**config.mk**
```make
export PLATFORM = sky130hd
export DESIGN_NAME = cmp_irq_ctrl
export DESIGN_NICKNAME = d
export VERILOG_FILES = /design/src/shared/cmp_irq_pkg.sv /design/src/hw/cmp_irq_ctrl.sv
export SDC_FILE = /design/constraint.sdc
export NUM_CORES = 1
export LEC_CHECK = 0
export ABC_AREA = 0
export BUFFER_PORTS_ARGS = -buffer_cell sky130_fd_sc_hd__buf_2
export CAP_MARGIN = 15
export CORE_MARGIN = 5
export CORE_UTILIZATION = 44
export DETAILED_ROUTE_END_ITERATION = 16
export GPL_TIMING_DRIVEN = 0
export PLACE_DENSITY = 0.76
export SLEW_MARGIN = 20
export SYNTH_ARGS = -nofsm -noshare
export SYNTH_HDL_FRONTEND = slang
export SYNTH_SLANG_ARGS = --single-unit
```
**constraint.sdc**
```tcl
create_clock -name mclk_in -period 1.9 [get_ports mclk_in]
set_input_delay 0.095 -clock mclk_in [delete_from_list [all_inputs] [get_ports mclk_in]]
set_output_delay 0.095 -clock mclk_in [all_outputs]
set_load 0.1 [all_outputs]
```
**src/shared/cmp_irq_pkg.sv**
```systemverilog
package cmp_irq_pkg;

  // Register indices; the byte address on the bus is four times the index
  localparam logic [7:0] IDX_IRQ_CONTROL = 8'h0b;
  localparam logic [7:0] IDX_PERIPH_FLAGS = 8'h0c;
  localparam logic [7:0] IDX_CMP_CONTROL = 8'h1f;
  localparam logic [7:0] IDX_PORT_A_DIR = 8'h85;
  localparam logic [7:0] IDX_PERIPH_ENABLES = 8'h8c;
  localparam logic [7:0] IDX_VREF_CONTROL = 8'h9f;
  localparam logic [7:0] IDX_PORT_A = 8'h05;
  localparam logic [7:0] IDX_WAKE_STATUS = 8'h90;

  // Comparator control field positions
  localparam int CMP2_RESULT_BIT = 7;
  localparam int CMP1_RESULT_BIT = 6;
  localparam int INPUT_SWITCH_BIT = 3;
  localparam int MODE_MSB = 2;

  // Flag, enable and interrupt control bit positions
  localparam int CMP_FLAG_BIT = 6;
  localparam int CMP_ENABLE_BIT = 6;
  localparam int GLOBAL_EN_BIT = 7;
  localparam int PERIPH_EN_BIT = 6;

  // Reset values
  localparam logic [7:0] RST_IRQ_CONTROL = 8'h00;
  localparam logic [7:0] RST_PERIPH_FLAGS = 8'h00;
  localparam logic [7:0] RST_CMP_CONTROL = 8'h00;
  localparam logic [7:0] RST_PORT_A_DIR = 8'h1f;
  localparam logic [7:0] RST_PERIPH_ENABLES = 8'h00;
  localparam logic [7:0] RST_VREF_CONTROL = 8'h00;
  localparam logic [4:0] RST_PORT_A_LATCH = 5'h00;

  // Comparator mode codes
  localparam logic [2:0] MODE_RESET = 3'h0;
  localparam logic [2:0] MODE_PIN_OUT = 3'h6;
  localparam logic [2:0] MODE_OFF = 3'h7;

  // Analog masks for port A bits 3..0 per mode
  localparam logic [4:0] ANALOG_ALL = 5'h0f;
  localparam logic [4:0] ANALOG_PIN_OUT = 5'h07;
  localparam logic [4:0] ANALOG_NONE = 5'h00;

  // Processor phase timing: four clocks to an instruction cycle
  localparam logic [1:0] PHASE_Q1 = 2'h0;
  localparam logic [1:0] PHASE_Q2 = 2'h1;
  localparam logic [1:0] PHASE_Q4 = 2'h3;
  localparam logic [12:0] IRQ_VECTOR = 13'h0004;

  // Sequencer after a wake-up
  typedef enum logic [2:0] {
    SEQ_IDLE = 3'b001,
    SEQ_NEXT_INSTR = 3'b010,
    SEQ_VECTOR = 3'b100
  } wake_seq_e;

  // APB request from master
  typedef struct packed {
    logic psel;
    logic penable;
    logic pwrite;
    logic [11:0] paddr;
    logic [31:0] pwdata;
  } apb_req_s;

  // APB answer from slave
  typedef struct packed {
    logic pready;
    logic pslverr;
    logic [31:0] prdata;
  } apb_rsp_s;

endpackage

```
**src/hw/cmp_irq_ctrl.sv**
```systemverilog
// The implementer's own choice: the APB register port.
`timescale 1ns/100ps
// Operation
// - Comparator result bits are read-only.
// - Mode 110 routes raw outputs to pins.
// - Direction bits still gate shared pin drivers.
// - Analog pins read zero on port read.
// - Output change sets comparator interrupt flag.
// - Flag bit 6; write zero clears, one sets.
// - Request needs all three enables set.
// - Flag sets even with enables clear.
// - Change at read Q2 may miss flag.
// - Persisting mismatch keeps setting the flag.
// - Comparators run in sleep, wake device.
// - Mode 111 turns both comparators off.
// - Wake-up leaves comparator control unchanged.
// - Reset loads control register, mode 000.
// - Comparators powered down throughout reset.
// - Comparator wake reads flag bit one.
// - After wake with global enable set, next instruction, then vector.
module cmp_irq_ctrl #(
  parameter int PORT_WIDTH = 5
) (
  // Clock and reset
  input wire logic mclk_in,
  input wire logic rst_in,
  // Register bus
  input wire cmp_irq_pkg::apb_req_s apb_in,
  output cmp_irq_pkg::apb_rsp_s apb_out,
  // Analog comparator side
  input wire logic cmp1_raw_in,
  input wire logic cmp2_raw_in,
  output logic cmp_power_out,
  output logic input_switch_out,
  output logic [2:0] comparator_mode_field_out,
  output logic [7:0] vref_control_out,
  // Port A pins
  input wire logic [PORT_WIDTH-1:0] port_a_pins_in,
  output logic [PORT_WIDTH-1:0] port_a_data_out,
  output logic [PORT_WIDTH-1:0] port_a_oe_out,
  output logic shared_pin_three_out,
  output logic shared_pin_four_out,
  // Processor side
  input wire logic sleep_in,
  output logic cmp_irq_out,
  output logic wake_out,
  output logic vector_load_out,
  output logic [12:0] vector_addr_out
);

  // Software-visible registers
  logic [7:0] irq_control_reg, irq_control_next;
  logic comparator_irq_flag_reg, comparator_irq_flag_next;
  logic comparator_irq_enable_reg, comparator_irq_enable_next;
  logic [3:0] comparator_control_reg, comparator_control_next; // Input switch and mode
  logic [PORT_WIDTH-1:0] port_a_direction_reg, port_a_direction_next;
  logic [PORT_WIDTH-1:0] port_a_latch_reg, port_a_latch_next;
  logic [7:0] vref_control_reg, vref_control_next;
  logic wake_by_cmp_reg, wake_by_cmp_next; // Sticky wake cause

  // Comparator result path
  logic [1:0] cmp_sync1_reg; // First stage, read only by second
  logic [1:0] cmp_sync2_reg;
  logic [1:0] cmp_ref_reg, cmp_ref_next; // Reference latch

  // Bus answer registers
  logic pready_reg, pready_next;
  logic pslverr_reg, pslverr_next;
  logic [31:0] prdata_reg, prdata_next;

  // Phase, wake and output registers
  logic [1:0] phase_reg, phase_next;
  cmp_irq_pkg::wake_seq_e seq_reg, seq_next;
  logic [1:0] seq_cnt_reg, seq_cnt_next;
  logic cmp_irq_reg, cmp_irq_next;
  logic wake_reg, wake_next;
  logic vector_load_reg, vector_load_next;
  logic cmp_power_reg, cmp_power_next;
  logic pin_sel_reg, pin_sel_next; // Pins carry raw comparator outputs
  logic [PORT_WIDTH-1:0] port_oe_reg, port_oe_next;
  logic [PORT_WIDTH-1:0] port_data_reg, port_data_next;

  // Decode helpers
  logic [7:0] reg_idx;
  logic addr_ok;
  logic setup_phase;
  logic access_done;
  logic wr_en;
  logic rd_en;
  logic cmp_access;
  logic mismatch;
  logic flag_set;
  logic [2:0] cur_mode;
  logic [PORT_WIDTH-1:0] analog_mask;

  assign reg_idx = apb_in.paddr[9:2];
  assign addr_ok = (apb_in.paddr[1:0] == 2'h0) && (apb_in.paddr[11:10] == 2'h0);
  assign setup_phase = apb_in.psel && !apb_in.penable;
  assign access_done = apb_in.psel && apb_in.penable && pready_reg;
  assign wr_en = access_done && apb_in.pwrite && !pslverr_reg;
  assign rd_en = access_done && !apb_in.pwrite && !pslverr_reg;
  assign cur_mode = comparator_control_reg[cmp_irq_pkg::MODE_MSB:0];

  // Any completed read or write of the comparator control register
  assign cmp_access = (rd_en || wr_en) && (reg_idx == cmp_irq_pkg::IDX_CMP_CONTROL);

  // Analog pins per mode
  always_comb begin
    analog_mask = '0;
    case (cur_mode)
      cmp_irq_pkg::MODE_OFF: begin
        analog_mask = PORT_WIDTH'(cmp_irq_pkg::ANALOG_NONE);
      end
      cmp_irq_pkg::MODE_PIN_OUT: begin
        analog_mask = PORT_WIDTH'(cmp_irq_pkg::ANALOG_PIN_OUT);
      end
      default: begin
        // Reset mode and the other modes keep the inputs analog
        analog_mask = PORT_WIDTH'(cmp_irq_pkg::ANALOG_ALL);
      end
    endcase
  end

  // Mismatch between live results and the reference latch
  assign mismatch = (cmp_sync2_reg != cmp_ref_reg);

  // A change landing on a control read at Q2 is dropped
  assign flag_set = mismatch && !(cmp_access && !apb_in.pwrite &&
                    (phase_reg == cmp_irq_pkg::PHASE_Q2));

  // Synchroniser for the raw comparator outputs
  always_ff @(posedge mclk_in or posedge rst_in) begin
    if (rst_in) begin
      cmp_sync1_reg <= 2'h0;
      cmp_sync2_reg <= 2'h0;
    end else begin
      cmp_sync1_reg <= {cmp2_raw_in, cmp1_raw_in};
      cmp_sync2_reg <= cmp_sync1_reg;
    end
  end

  // Register file next values
  always_comb begin
    irq_control_next = irq_control_reg;
    comparator_irq_enable_next = comparator_irq_enable_reg;
    comparator_control_next = comparator_control_reg;
    port_a_direction_next = port_a_direction_reg;
    port_a_latch_next = port_a_latch_reg;
    vref_control_next = vref_control_reg;
    comparator_irq_flag_next = comparator_irq_flag_reg;
    wake_by_cmp_next = wake_by_cmp_reg;
    cmp_ref_next = cmp_ref_reg;
    if (wr_en) begin
      case (reg_idx)
        cmp_irq_pkg::IDX_IRQ_CONTROL: begin
          irq_control_next = apb_in.pwdata[7:0];
        end
        cmp_irq_pkg::IDX_CMP_CONTROL: begin
          // Result bits ignore writes
          comparator_control_next = apb_in.pwdata[3:0];
        end
        cmp_irq_pkg::IDX_PORT_A_DIR: begin
          port_a_direction_next = apb_in.pwdata[PORT_WIDTH-1:0];
        end
        cmp_irq_pkg::IDX_PORT_A: begin
          port_a_latch_next = apb_in.pwdata[PORT_WIDTH-1:0];
        end
        cmp_irq_pkg::IDX_PERIPH_ENABLES: begin
          comparator_irq_enable_next = apb_in.pwdata[cmp_irq_pkg::CMP_ENABLE_BIT];
        end
        cmp_irq_pkg::IDX_VREF_CONTROL: begin
          vref_control_next = apb_in.pwdata[7:0];
        end
        cmp_irq_pkg::IDX_WAKE_STATUS: begin
          // Writing one clears the wake cause
          if (apb_in.pwdata[0]) begin
            wake_by_cmp_next = 1'b0;
          end
        end
        cmp_irq_pkg::IDX_PERIPH_FLAGS: begin
          // Zero clears, one sets as a simulated interrupt
          comparator_irq_flag_next = apb_in.pwdata[cmp_irq_pkg::CMP_FLAG_BIT];
        end
        default: begin
          // Nothing else is writable
        end
      endcase
    end
    // Any control access ends the mismatch by reloading the reference
    if (cmp_access) begin
      cmp_ref_next = cmp_sync2_reg;
    end
    // Hardware set wins over a software clear, regardless of enables
    if (flag_set) begin
      comparator_irq_flag_next = 1'b1;
    end
    // Comparator wake is remembered; flag already reads one
    if (sleep_in && flag_set && comparator_irq_enable_reg) begin
      wake_by_cmp_next = 1'b1;
    end
  end

  // Register file storage
  always_ff @(posedge mclk_in or posedge rst_in) begin
    if (rst_in) begin
      irq_control_reg <= cmp_irq_pkg::RST_IRQ_CONTROL;
      comparator_irq_enable_reg <= cmp_irq_pkg::RST_PERIPH_ENABLES[cmp_irq_pkg::CMP_ENABLE_BIT];
      comparator_control_reg <= cmp_irq_pkg::RST_CMP_CONTROL[3:0];
      port_a_direction_reg <= cmp_irq_pkg::RST_PORT_A_DIR[PORT_WIDTH-1:0];
      port_a_latch_reg <= cmp_irq_pkg::RST_PORT_A_LATCH[PORT_WIDTH-1:0];
      vref_control_reg <= cmp_irq_pkg::RST_VREF_CONTROL;
      comparator_irq_flag_reg <= cmp_irq_pkg::RST_PERIPH_FLAGS[cmp_irq_pkg::CMP_FLAG_BIT];
      wake_by_cmp_reg <= 1'b0;
      cmp_ref_reg <= 2'h0;
    end else begin
      // Sleep never touches the control register
      irq_control_reg <= irq_control_next;
      comparator_irq_enable_reg <= comparator_irq_enable_next;
      comparator_control_reg <= comparator_control_next;
      port_a_direction_reg <= port_a_direction_next;
      port_a_latch_reg <= port_a_latch_next;
      vref_control_reg <= vref_control_next;
      comparator_irq_flag_reg <= comparator_irq_flag_next;
      wake_by_cmp_reg <= wake_by_cmp_next;
      cmp_ref_reg <= cmp_ref_next;
    end
  end

  // Bus answer: ready in the first access cycle, data prepared in setup
  always_comb begin
    pready_next = setup_phase;
    pslverr_next = 1'b0;
    prdata_next = prdata_reg;
    if (setup_phase) begin
      prdata_next = 32'h0000_0000;
      pslverr_next = !addr_ok;
      if (addr_ok) begin
        case (reg_idx)
          cmp_irq_pkg::IDX_IRQ_CONTROL: begin
            prdata_next[7:0] = irq_control_reg;
          end
          cmp_irq_pkg::IDX_PERIPH_FLAGS: begin
            prdata_next[cmp_irq_pkg::CMP_FLAG_BIT] = comparator_irq_flag_reg;
          end
          cmp_irq_pkg::IDX_CMP_CONTROL: begin
            // Results come from the synchronised copy
            prdata_next[cmp_irq_pkg::CMP2_RESULT_BIT] = cmp_sync2_reg[1];
            prdata_next[cmp_irq_pkg::CMP1_RESULT_BIT] = cmp_sync2_reg[0];
            prdata_next[3:0] = comparator_control_reg;
          end
          cmp_irq_pkg::IDX_PORT_A_DIR: begin
            prdata_next[PORT_WIDTH-1:0] = port_a_direction_reg;
          end
          cmp_irq_pkg::IDX_PORT_A: begin
            // Analog pins read as zero
            prdata_next[PORT_WIDTH-1:0] = port_a_pins_in & ~analog_mask;
          end
          cmp_irq_pkg::IDX_PERIPH_ENABLES: begin
            prdata_next[cmp_irq_pkg::CMP_ENABLE_BIT] = comparator_irq_enable_reg;
          end
          cmp_irq_pkg::IDX_VREF_CONTROL: begin
            prdata_next[7:0] = vref_control_reg;
          end
          cmp_irq_pkg::IDX_WAKE_STATUS: begin
            prdata_next[0] = wake_by_cmp_reg;
          end
          default: begin
            // Unmapped index answers with an error
            pslverr_next = 1'b1;
          end
        endcase
      end
    end
  end

  // Bus answer storage
  always_ff @(posedge mclk_in or posedge rst_in) begin
    if (rst_in) begin
      pready_reg <= 1'b0;
      pslverr_reg <= 1'b0;
      prdata_reg <= 32'h0000_0000;
    end else begin
      pready_reg <= pready_next;
      pslverr_reg <= pslverr_next;
      prdata_reg <= prdata_next;
    end
  end

  // Wake and vector sequencer, plus phase and pin control
  always_comb begin
    phase_next = phase_reg + 2'h1;
    seq_next = seq_reg;
    seq_cnt_next = seq_cnt_reg;
    wake_next = 1'b0;
    vector_load_next = 1'b0;
    // All three enables gate the request
    cmp_irq_next = comparator_irq_flag_reg && comparator_irq_enable_reg &&
                   irq_control_reg[cmp_irq_pkg::PERIPH_EN_BIT] &&
                   irq_control_reg[cmp_irq_pkg::GLOBAL_EN_BIT];
    // Off only in mode 111; held off by reset
    cmp_power_next = (cur_mode != cmp_irq_pkg::MODE_OFF);
    pin_sel_next = (cur_mode == cmp_irq_pkg::MODE_PIN_OUT);
    port_oe_next = ~port_a_direction_reg;
    port_data_next = port_a_latch_reg;
    case (seq_reg)
      cmp_irq_pkg::SEQ_IDLE: begin
        // Comparators keep running; enabled flag wakes the core
        if (sleep_in && comparator_irq_flag_reg && comparator_irq_enable_reg &&
            irq_control_reg[cmp_irq_pkg::PERIPH_EN_BIT]) begin
          wake_next = 1'b1;
          if (irq_control_reg[cmp_irq_pkg::GLOBAL_EN_BIT]) begin
            seq_next = cmp_irq_pkg::SEQ_NEXT_INSTR;
            seq_cnt_next = 2'h0;
          end
        end
      end
      cmp_irq_pkg::SEQ_NEXT_INSTR: begin
        // Let one full instruction cycle run
        seq_cnt_next = seq_cnt_reg + 2'h1;
        if (seq_cnt_reg == cmp_irq_pkg::PHASE_Q4) begin
          seq_next = cmp_irq_pkg::SEQ_VECTOR;
        end
      end
      cmp_irq_pkg::SEQ_VECTOR: begin
        vector_load_next = 1'b1;
        seq_next = cmp_irq_pkg::SEQ_IDLE;
      end
      default: begin
        seq_next = cmp_irq_pkg::SEQ_IDLE;
      end
    endcase
  end

  // Sequencer and output storage
  always_ff @(posedge mclk_in or posedge rst_in) begin
    if (rst_in) begin
      phase_reg <= cmp_irq_pkg::PHASE_Q1;
      seq_reg <= cmp_irq_pkg::SEQ_IDLE;
      seq_cnt_reg <= 2'h0;
      wake_reg <= 1'b0;
      vector_load_reg <= 1'b0;
      cmp_irq_reg <= 1'b0;
      cmp_power_reg <= 1'b0;
      pin_sel_reg <= 1'b0;
      port_oe_reg <= '0;
      port_data_reg <= '0;
    end else begin
      phase_reg <= phase_next;
      seq_reg <= seq_next;
      seq_cnt_reg <= seq_cnt_next;
      wake_reg <= wake_next;
      vector_load_reg <= vector_load_next;
      cmp_irq_reg <= cmp_irq_next;
      cmp_power_reg <= cmp_power_next;
      pin_sel_reg <= pin_sel_next;
      port_oe_reg <= port_oe_next;
      port_data_reg <= port_data_next;
    end
  end

  // Outputs
  assign apb_out.pready = pready_reg;
  assign apb_out.pslverr = pslverr_reg;
  assign apb_out.prdata = prdata_reg;
  assign cmp_power_out = cmp_power_reg;
  assign input_switch_out = comparator_control_reg[cmp_irq_pkg::INPUT_SWITCH_BIT];
  assign comparator_mode_field_out = cur_mode;
  assign vref_control_out = vref_control_reg;
  assign port_a_data_out = port_data_reg;
  assign port_a_oe_out = port_oe_reg;
  // Pin path is deliberately unsynchronised in pin-output mode
  assign shared_pin_three_out = pin_sel_reg ? cmp1_raw_in : port_data_reg[3];
  assign shared_pin_four_out = pin_sel_reg ? cmp2_raw_in : port_data_reg[4];
  assign cmp_irq_out = cmp_irq_reg;
  assign wake_out = wake_reg;
  assign vector_load_out = vector_load_reg;
  assign vector_addr_out = cmp_irq_pkg::IRQ_VECTOR;

endmodule

```
Word level (Yosys, flattened, before mapping)

Cells that the tools add are included.

RAM bits: 0
Bits in read-only memories: 0
Bits in registers: 71
Bits in latches: 0
Bits of input ports: 57
Memories: 0
Word-level logic and storage cells: 124
Output and inout bits: 75

Add/subtract/negate cells: 2
Muxes and demuxes: 30
Shift-type cells: 0
Equality and inequality tests: 20
Divide/modulo/power cells: 0
Multipliers: 0
Magnitude comparators: 0
Bitwise logic cells: 3
Reductions and logical operators: 45

Operator list:

| cell                | number |
|---|---|
| $eq 8x8->1 const B  | 4 |
| $logic_and 1x1->1   | 20 |
| $eq 8x4->1 const B  | 2 |
| $mux 1              | 15 |
| $pmux 3 s5          | 1 |
| $reduce_and 2->1    | 7 |
| $reduce_bool 2->1   | 6 |
| $not 5->5           | 2 |
| $eq 3x3->1 const B  | 3 |
| $mux 3              | 3 |
| $reduce_and 3->1    | 3 |
| $eq 8x3->1 const B  | 1 |
| $eq 8x5->1 const B  | 1 |
| $mux 8              | 1 |
| $pmux 4 s2          | 1 |
| $reduce_or 8->1     | 1 |
| $ne 2x2->1 const B  | 3 |
| $pmux 1 s6          | 1 |
| $pmux 3 s2          | 1 |
| $and 5x5->5         | 1 |
| $logic_not 1->1     | 5 |
| $pmux 1 s5          | 1 |
| $add 2x1->2 const B | 2 |
| $logic_not 2->1     | 2 |
| other kinds (12)    | 13 |

Longest topological paths before layout

Depth after elaboration: 14
Mapped depth: 6
Depth with buffers taken out: 5

Worst setup path after synthesis

OpenSTA, ideal clock, no wires.

Kind: reg2reg
From: register comparator_control_reg[2]
To: register prdata_reg[1]
Period minus slack after synthesis: 1.715 ns
Setup time: 0.078 ns
Data required time: 1.822 ns
Setup slack: 0.185 ns
Arrival time: 1.637 ns
Buffers on the path: 0
Stages on the path, launching flop included: 5
Cells stage by stage: dfrtp_1 > nand3_1 > nor3_1 > a221oi_1 > a21oi_1

Word-level cells in the longest chain between the ends: 6
Elaborated cells between the ends (all ways): 7
Classes of those cells: eq/ne (2); mux (3); bitwise (2)

RTL lines:

| item                   | line                | RTL |
|---|---|---|
| start, declared        | cmp_irq_ctrl.sv:55  | `logic [3:0] comparator_control_reg, comparator_control_next;` |
| start signal, assigned | cmp_irq_ctrl.sv:208 | `comparator_control_reg <= cmp_irq_pkg::RST_CMP_CONTROL[3:0];` |
| start signal, assigned | cmp_irq_ctrl.sv:219 | `comparator_control_reg <= comparator_control_next;` |
| $eq 3x3->1             | cmp_irq_ctrl.sv:110 | `case (cur_mode)` |
| $pmux 4 s2 *           | cmp_irq_ctrl.sv:110 |  |
| $not 5->5 *            | cmp_irq_ctrl.sv:256 | `prdata_next[PORT_WIDTH-1:0] = port_a_pins_in & ~analog_mask;` |
| $and 5x5->5 *          | cmp_irq_ctrl.sv:256 |  |
| $pmux 3 s5 *           | cmp_irq_ctrl.sv:238 | `case (reg_idx)` |
| $mux 8 *               | cmp_irq_ctrl.sv:237 | `if (addr_ok) begin` |
| end signal, assigned   | cmp_irq_ctrl.sv:285 | `prdata_reg <= prdata_next;` |
| end, declared          | cmp_irq_ctrl.sv:69  | `logic [31:0] prdata_reg, prdata_next;` |

Mark *: on every way between the ends. The rest lies on a longest branch, timed or not.
A chain may end at the register's enable or synchronous reset.

Worst setup path in the final report

From: register pslverr_reg
To: register port_a_latch_reg[3]

Word-level cells in the longest chain between the ends: 3

RTL lines:

| item                              | line                | RTL |
|---|---|---|
| start, declared                   | cmp_irq_ctrl.sv:68  | `logic pslverr_reg, pslverr_next;` |
| start signal, assigned            | cmp_irq_ctrl.sv:284 | `pslverr_reg <= pslverr_next;` |
| $logic_not 1->1                   | cmp_irq_ctrl.sv:100 | `assign wr_en = access_done && apb_in.pwrite && !pslverr_reg;` |
| $logic_and 1x1->1                 | cmp_irq_ctrl.sv:100 |  |
| $reduce_and 2->1 (no source line) | --                  |  |
| end signal, assigned              | cmp_irq_ctrl.sv:210 | `port_a_latch_reg <= cmp_irq_pkg::RST_PORT_A_LATCH[PORT_WIDTH-1:0];` |
| end signal, assigned              | cmp_irq_ctrl.sv:221 | `port_a_latch_reg <= port_a_latch_next;` |
| end, declared                     | cmp_irq_ctrl.sv:57  | `logic [PORT_WIDTH-1:0] port_a_latch_reg, port_a_latch_next;` |

No other way between the ends.

==> results.toml <==
[worst_setup_path]
crit_cells = 4
end_kind = "register"
crit_path_start_kind = "register"
worstSetupPathType = "register to register"
reg2reg_depth = 4
reg2reg_from = "pslverr_reg$_DFF_PP0_"
cp_top_family = "simple AND/OR/NAND/NOR gates"
path_cells = "and4b_1 > and2_1 > nand3_1 > mux2_2"
slowest_delay_ns = 0.38
cp_slowest_cell = "dfrtp_1"
path_buf_inv = 0
cp_data_arrival_time_ns = 2.00
crit_fanout = 5
rr_endpoint = "port_a_latch_reg[3]$_DFFE_PP0P_"
critPathRequiredTime_ns = 2.14
rrSetupSlack_ns = 0.15

[detailed_routing]
post_drt_wl_per_cell_um = 15.6
ant_nets = 0
drcViolationCount = 0
first_pass_iters = 5
via_count = 2512
drt_wl_total_um = 8000
first_iter_violations = 106
avgViaCountPerCell = 4.90

[global_route]
overflow = 0
grt_first_pass_wirelength_um = 12900
grt_pass1_vias = 2488
grt_antenna_before_repair = 0
grt_util_all_layers = 0.171
grt_max_degree = 50

[power]
power.density_mw_per_mm2 = 807
power_switching_mw = 1.09
power_frac_seq = 0.439
power_frac_clock = 0.390
ir_drop_v = 0.000475
p_leak_nw = 2.23
combPwrFrac = 0.171
swShare = 0.312
internal-power_mw = 2.40

[clocking]
clk_latency_ns = 0.35
clk_pin_slew_worst_paths_ns = 0.08
cts_buffer_depth = 2
cts_buffers = 9
tritoncts = "yes"
clkSinkCount = 71
h-tree-depth = 3
root_buffer = "clkbuf_8"

[floorplan]
die_h_um = 97.9
rows = 32
die_w_um = 97.9
initial_core_util = 0.445
die-area_mm2 = 0.00959
core_area_mm2 = 0.00765
io_pins = 132

[cells_and_area]
drive_gt1_frac = 0.428
fill_cells = 666
multi_input_area_mm2 = 0.00139
seq_area_mm2 = 0.00178
area_growth_pct = 26.8
nNetsFinal = 465
antenna_cells = 0

[sta]
rsz0062_at_grt = "false"
min_period_over_period = 0.923
skew_ns = 0.00648
drv_slew = 0
holdWs_ns = 0.0270
setup_viol = 0
worst_pin_slew_ns = 0.998
worst_slack_ns = 0.146
relSlewSlack = 0.317
final_hold_viol_count = 0
min_period_ns = 1.75
fmax_ghz = 0.570

[placement]
hpwl_um = 6110
io_buffers = 67
globalplace.congestion = 0.879
place_ws_ns = -0.120

[run_status]
status = "complete, no violations"

[synth]
avgSynthCellArea_um2 = 11.9
ys.flop_type = "dfrtp_1"
ys_async_sr_fraction = 1.00
syn-cell-area_mm2 = 0.00340
ys_types = 54
synth_cells = 286
ys_ff_latch = 71
synth_edf_count = 0
yosysWarnings = 0
seq_area_frac_synth = 0.524

[hold_path]
hold_class = "input pin to register"
holdPathEnd = "comparator_irq_flag_reg$_DFFE_PP0P_"
holdPathStages = 3
hold_path.startpoint = "apb_in[6]"

[flow_run]
max_cap_viol_count = 0
[worst max path at each step]
stage                          startpoint                         endpoint  slack, ns
finish              pslverr_reg$_DFF_PP0_  port_a_latch_reg[3]$_DFFE_PP0P_       0.15
global route        pslverr_reg$_DFF_PP0_  port_a_latch_reg[3]$_DFFE_PP0P_       0.05
global placement                   rst_in        prdata_reg[5]$_DFFE_PP0P_      -0.79
CTS                 pslverr_reg$_DFF_PP0_  vref_control_out[1]$_DFFE_PP0P_       0.04
detailed placement             apb_in[36]            pslverr_reg$_DFF_PP0_      -0.12
floorplan                          rst_in            cmp_irq_out$_DFF_PP0_       0.02
[synth_stat cells, drive strengths merged, types with 4 or more instances]
cell | number | area share
a21oi | 8 | 0.012
a22o | 5 | 0.013
buf | 44 | 0.093
dfrtp | 65 | 0.48
dfstp | 6 | 0.046
inv | 11 | 0.012
mux2 | 39 | 0.14
mux2i | 4 | 0.012
nand2 | 19 | 0.023
nand2b | 4 | 0.0074
nand3 | 8 | 0.012
nand4 | 4 | 0.0074
nor2 | 10 | 0.012
nor3 | 5 | 0.011
nor4 | 4 | 0.011
o21ai | 10 | 0.015
[worst reg2reg max path: stages, from the launching register on]
cell,delay (ns)
dfrtp_1,0.38
and4b_1,0.32
and2_1,0.31
nand3_1,0.27
mux2_2,0.36
[power by group through the flow]
stage,clock [mW],sequential [mW],combinational (mW)
2_1_floorplan,0,1.57,0.474
3_3_place_gp,0,1.56,0.572
3_5_place_dp,0,1.56,0.582
4_1_cts,1.39,1.53,0.592
5_1_grt,1.45,1.53,0.623
6_report,1.36,1.53,0.594
[layer usage]
metal  GRT usage  vias to the layer above  part of all wire
met1       0.215                     1212              0.42
met3      0.0450                       16             0.086
met5           0                        -                 0
met2       0.277                      101              0.48
li1            -                     1183                 -
met4      0.0767                        0             0.016
[area by class of cell]
cell class,instances,share of cell area
plain buffers,45,0.0742
clock buffers,9,0.0287
clock inverters,7,0.0238
inverters,11,0.0101
multi-input cells,194,0.322
flip-flops and latches,71,0.413
well taps,102,0.0296
repair buffers,74,0.0980
[layout by cell type, fill, tap and decap left out, types with 6 or more instances in the layout]
| cell type | synthesis | layout |
|---|---|---|
| nand3_1 | 8 | 8 |
| buf_4 | 39 | 39 |
| dlygate4sd3_1 | 0 | 6 |
| clkbuf_8 | 0 | 9 |
| a21oi_1 | 8 | 8 |
| o21ai_0 | 9 | 9 |
| mux2_1 | 8 | 8 |
| nor2_1 | 9 | 9 |
| mux2_2 | 23 | 23 |
| mux2_4 | 8 | 8 |
| buf_2 | 4 | 71 |
| dfrtp_1 | 65 | 65 |
| dfstp_2 | 6 | 6 |
| inv_1 | 10 | 9 |
| nand2_1 | 18 | 17 |
| conb_1 | 2 | 37 |
[metrics by stage]
| stage | cells | power, mW | instance area, um2 | utilization | setup TNS (ns) |
|---|---|---|---|---|---|
| after detailed placement | 491 | 2.14 | 4030 | 0.527 | -0.702 |
| after global routing | 513 | 3.61 | 4320 | 0.564 | 0 |
| after floorplan | 321 | 2.05 | 3530 | - | 0 |
| final | 513 | 3.48 | 4320 | 0.564 | 0 |
| after CTS | 513 | 3.51 | 4310 | 0.564 | 0 |
| after global placement | 490 | 2.13 | 4000 | 0.523 | -52.47 |
[timing repair]
action	4_1_cts	5_1_grt
setup buffers	0	0
hold buffers	6	0
gates resized for setup	0	1
endpoints found under the setup margin	0	4
endpoints found under the hold margin	29	0
[cells by family (layout without fill, tap and decap cells)]
group / Yosys count / in the layout / synth area share
AOI/OAI and AO/OA: 36 / 36 / 0.0721
adders and majority gates: 2 / 2 / 0.00735
other: 2 / 37 / 0.00221
muxes: 43 / 43 / 0.150
xor gates and xnor gates: 2 / 2 / 0.00515
buffers and inverters: 56 / 146 / 0.106
DFF: 71 / 71 / 0.524
and+or+nand+nor: 74 / 74 / 0.133
Note: power is estimated with default switching activity, not from simulation.
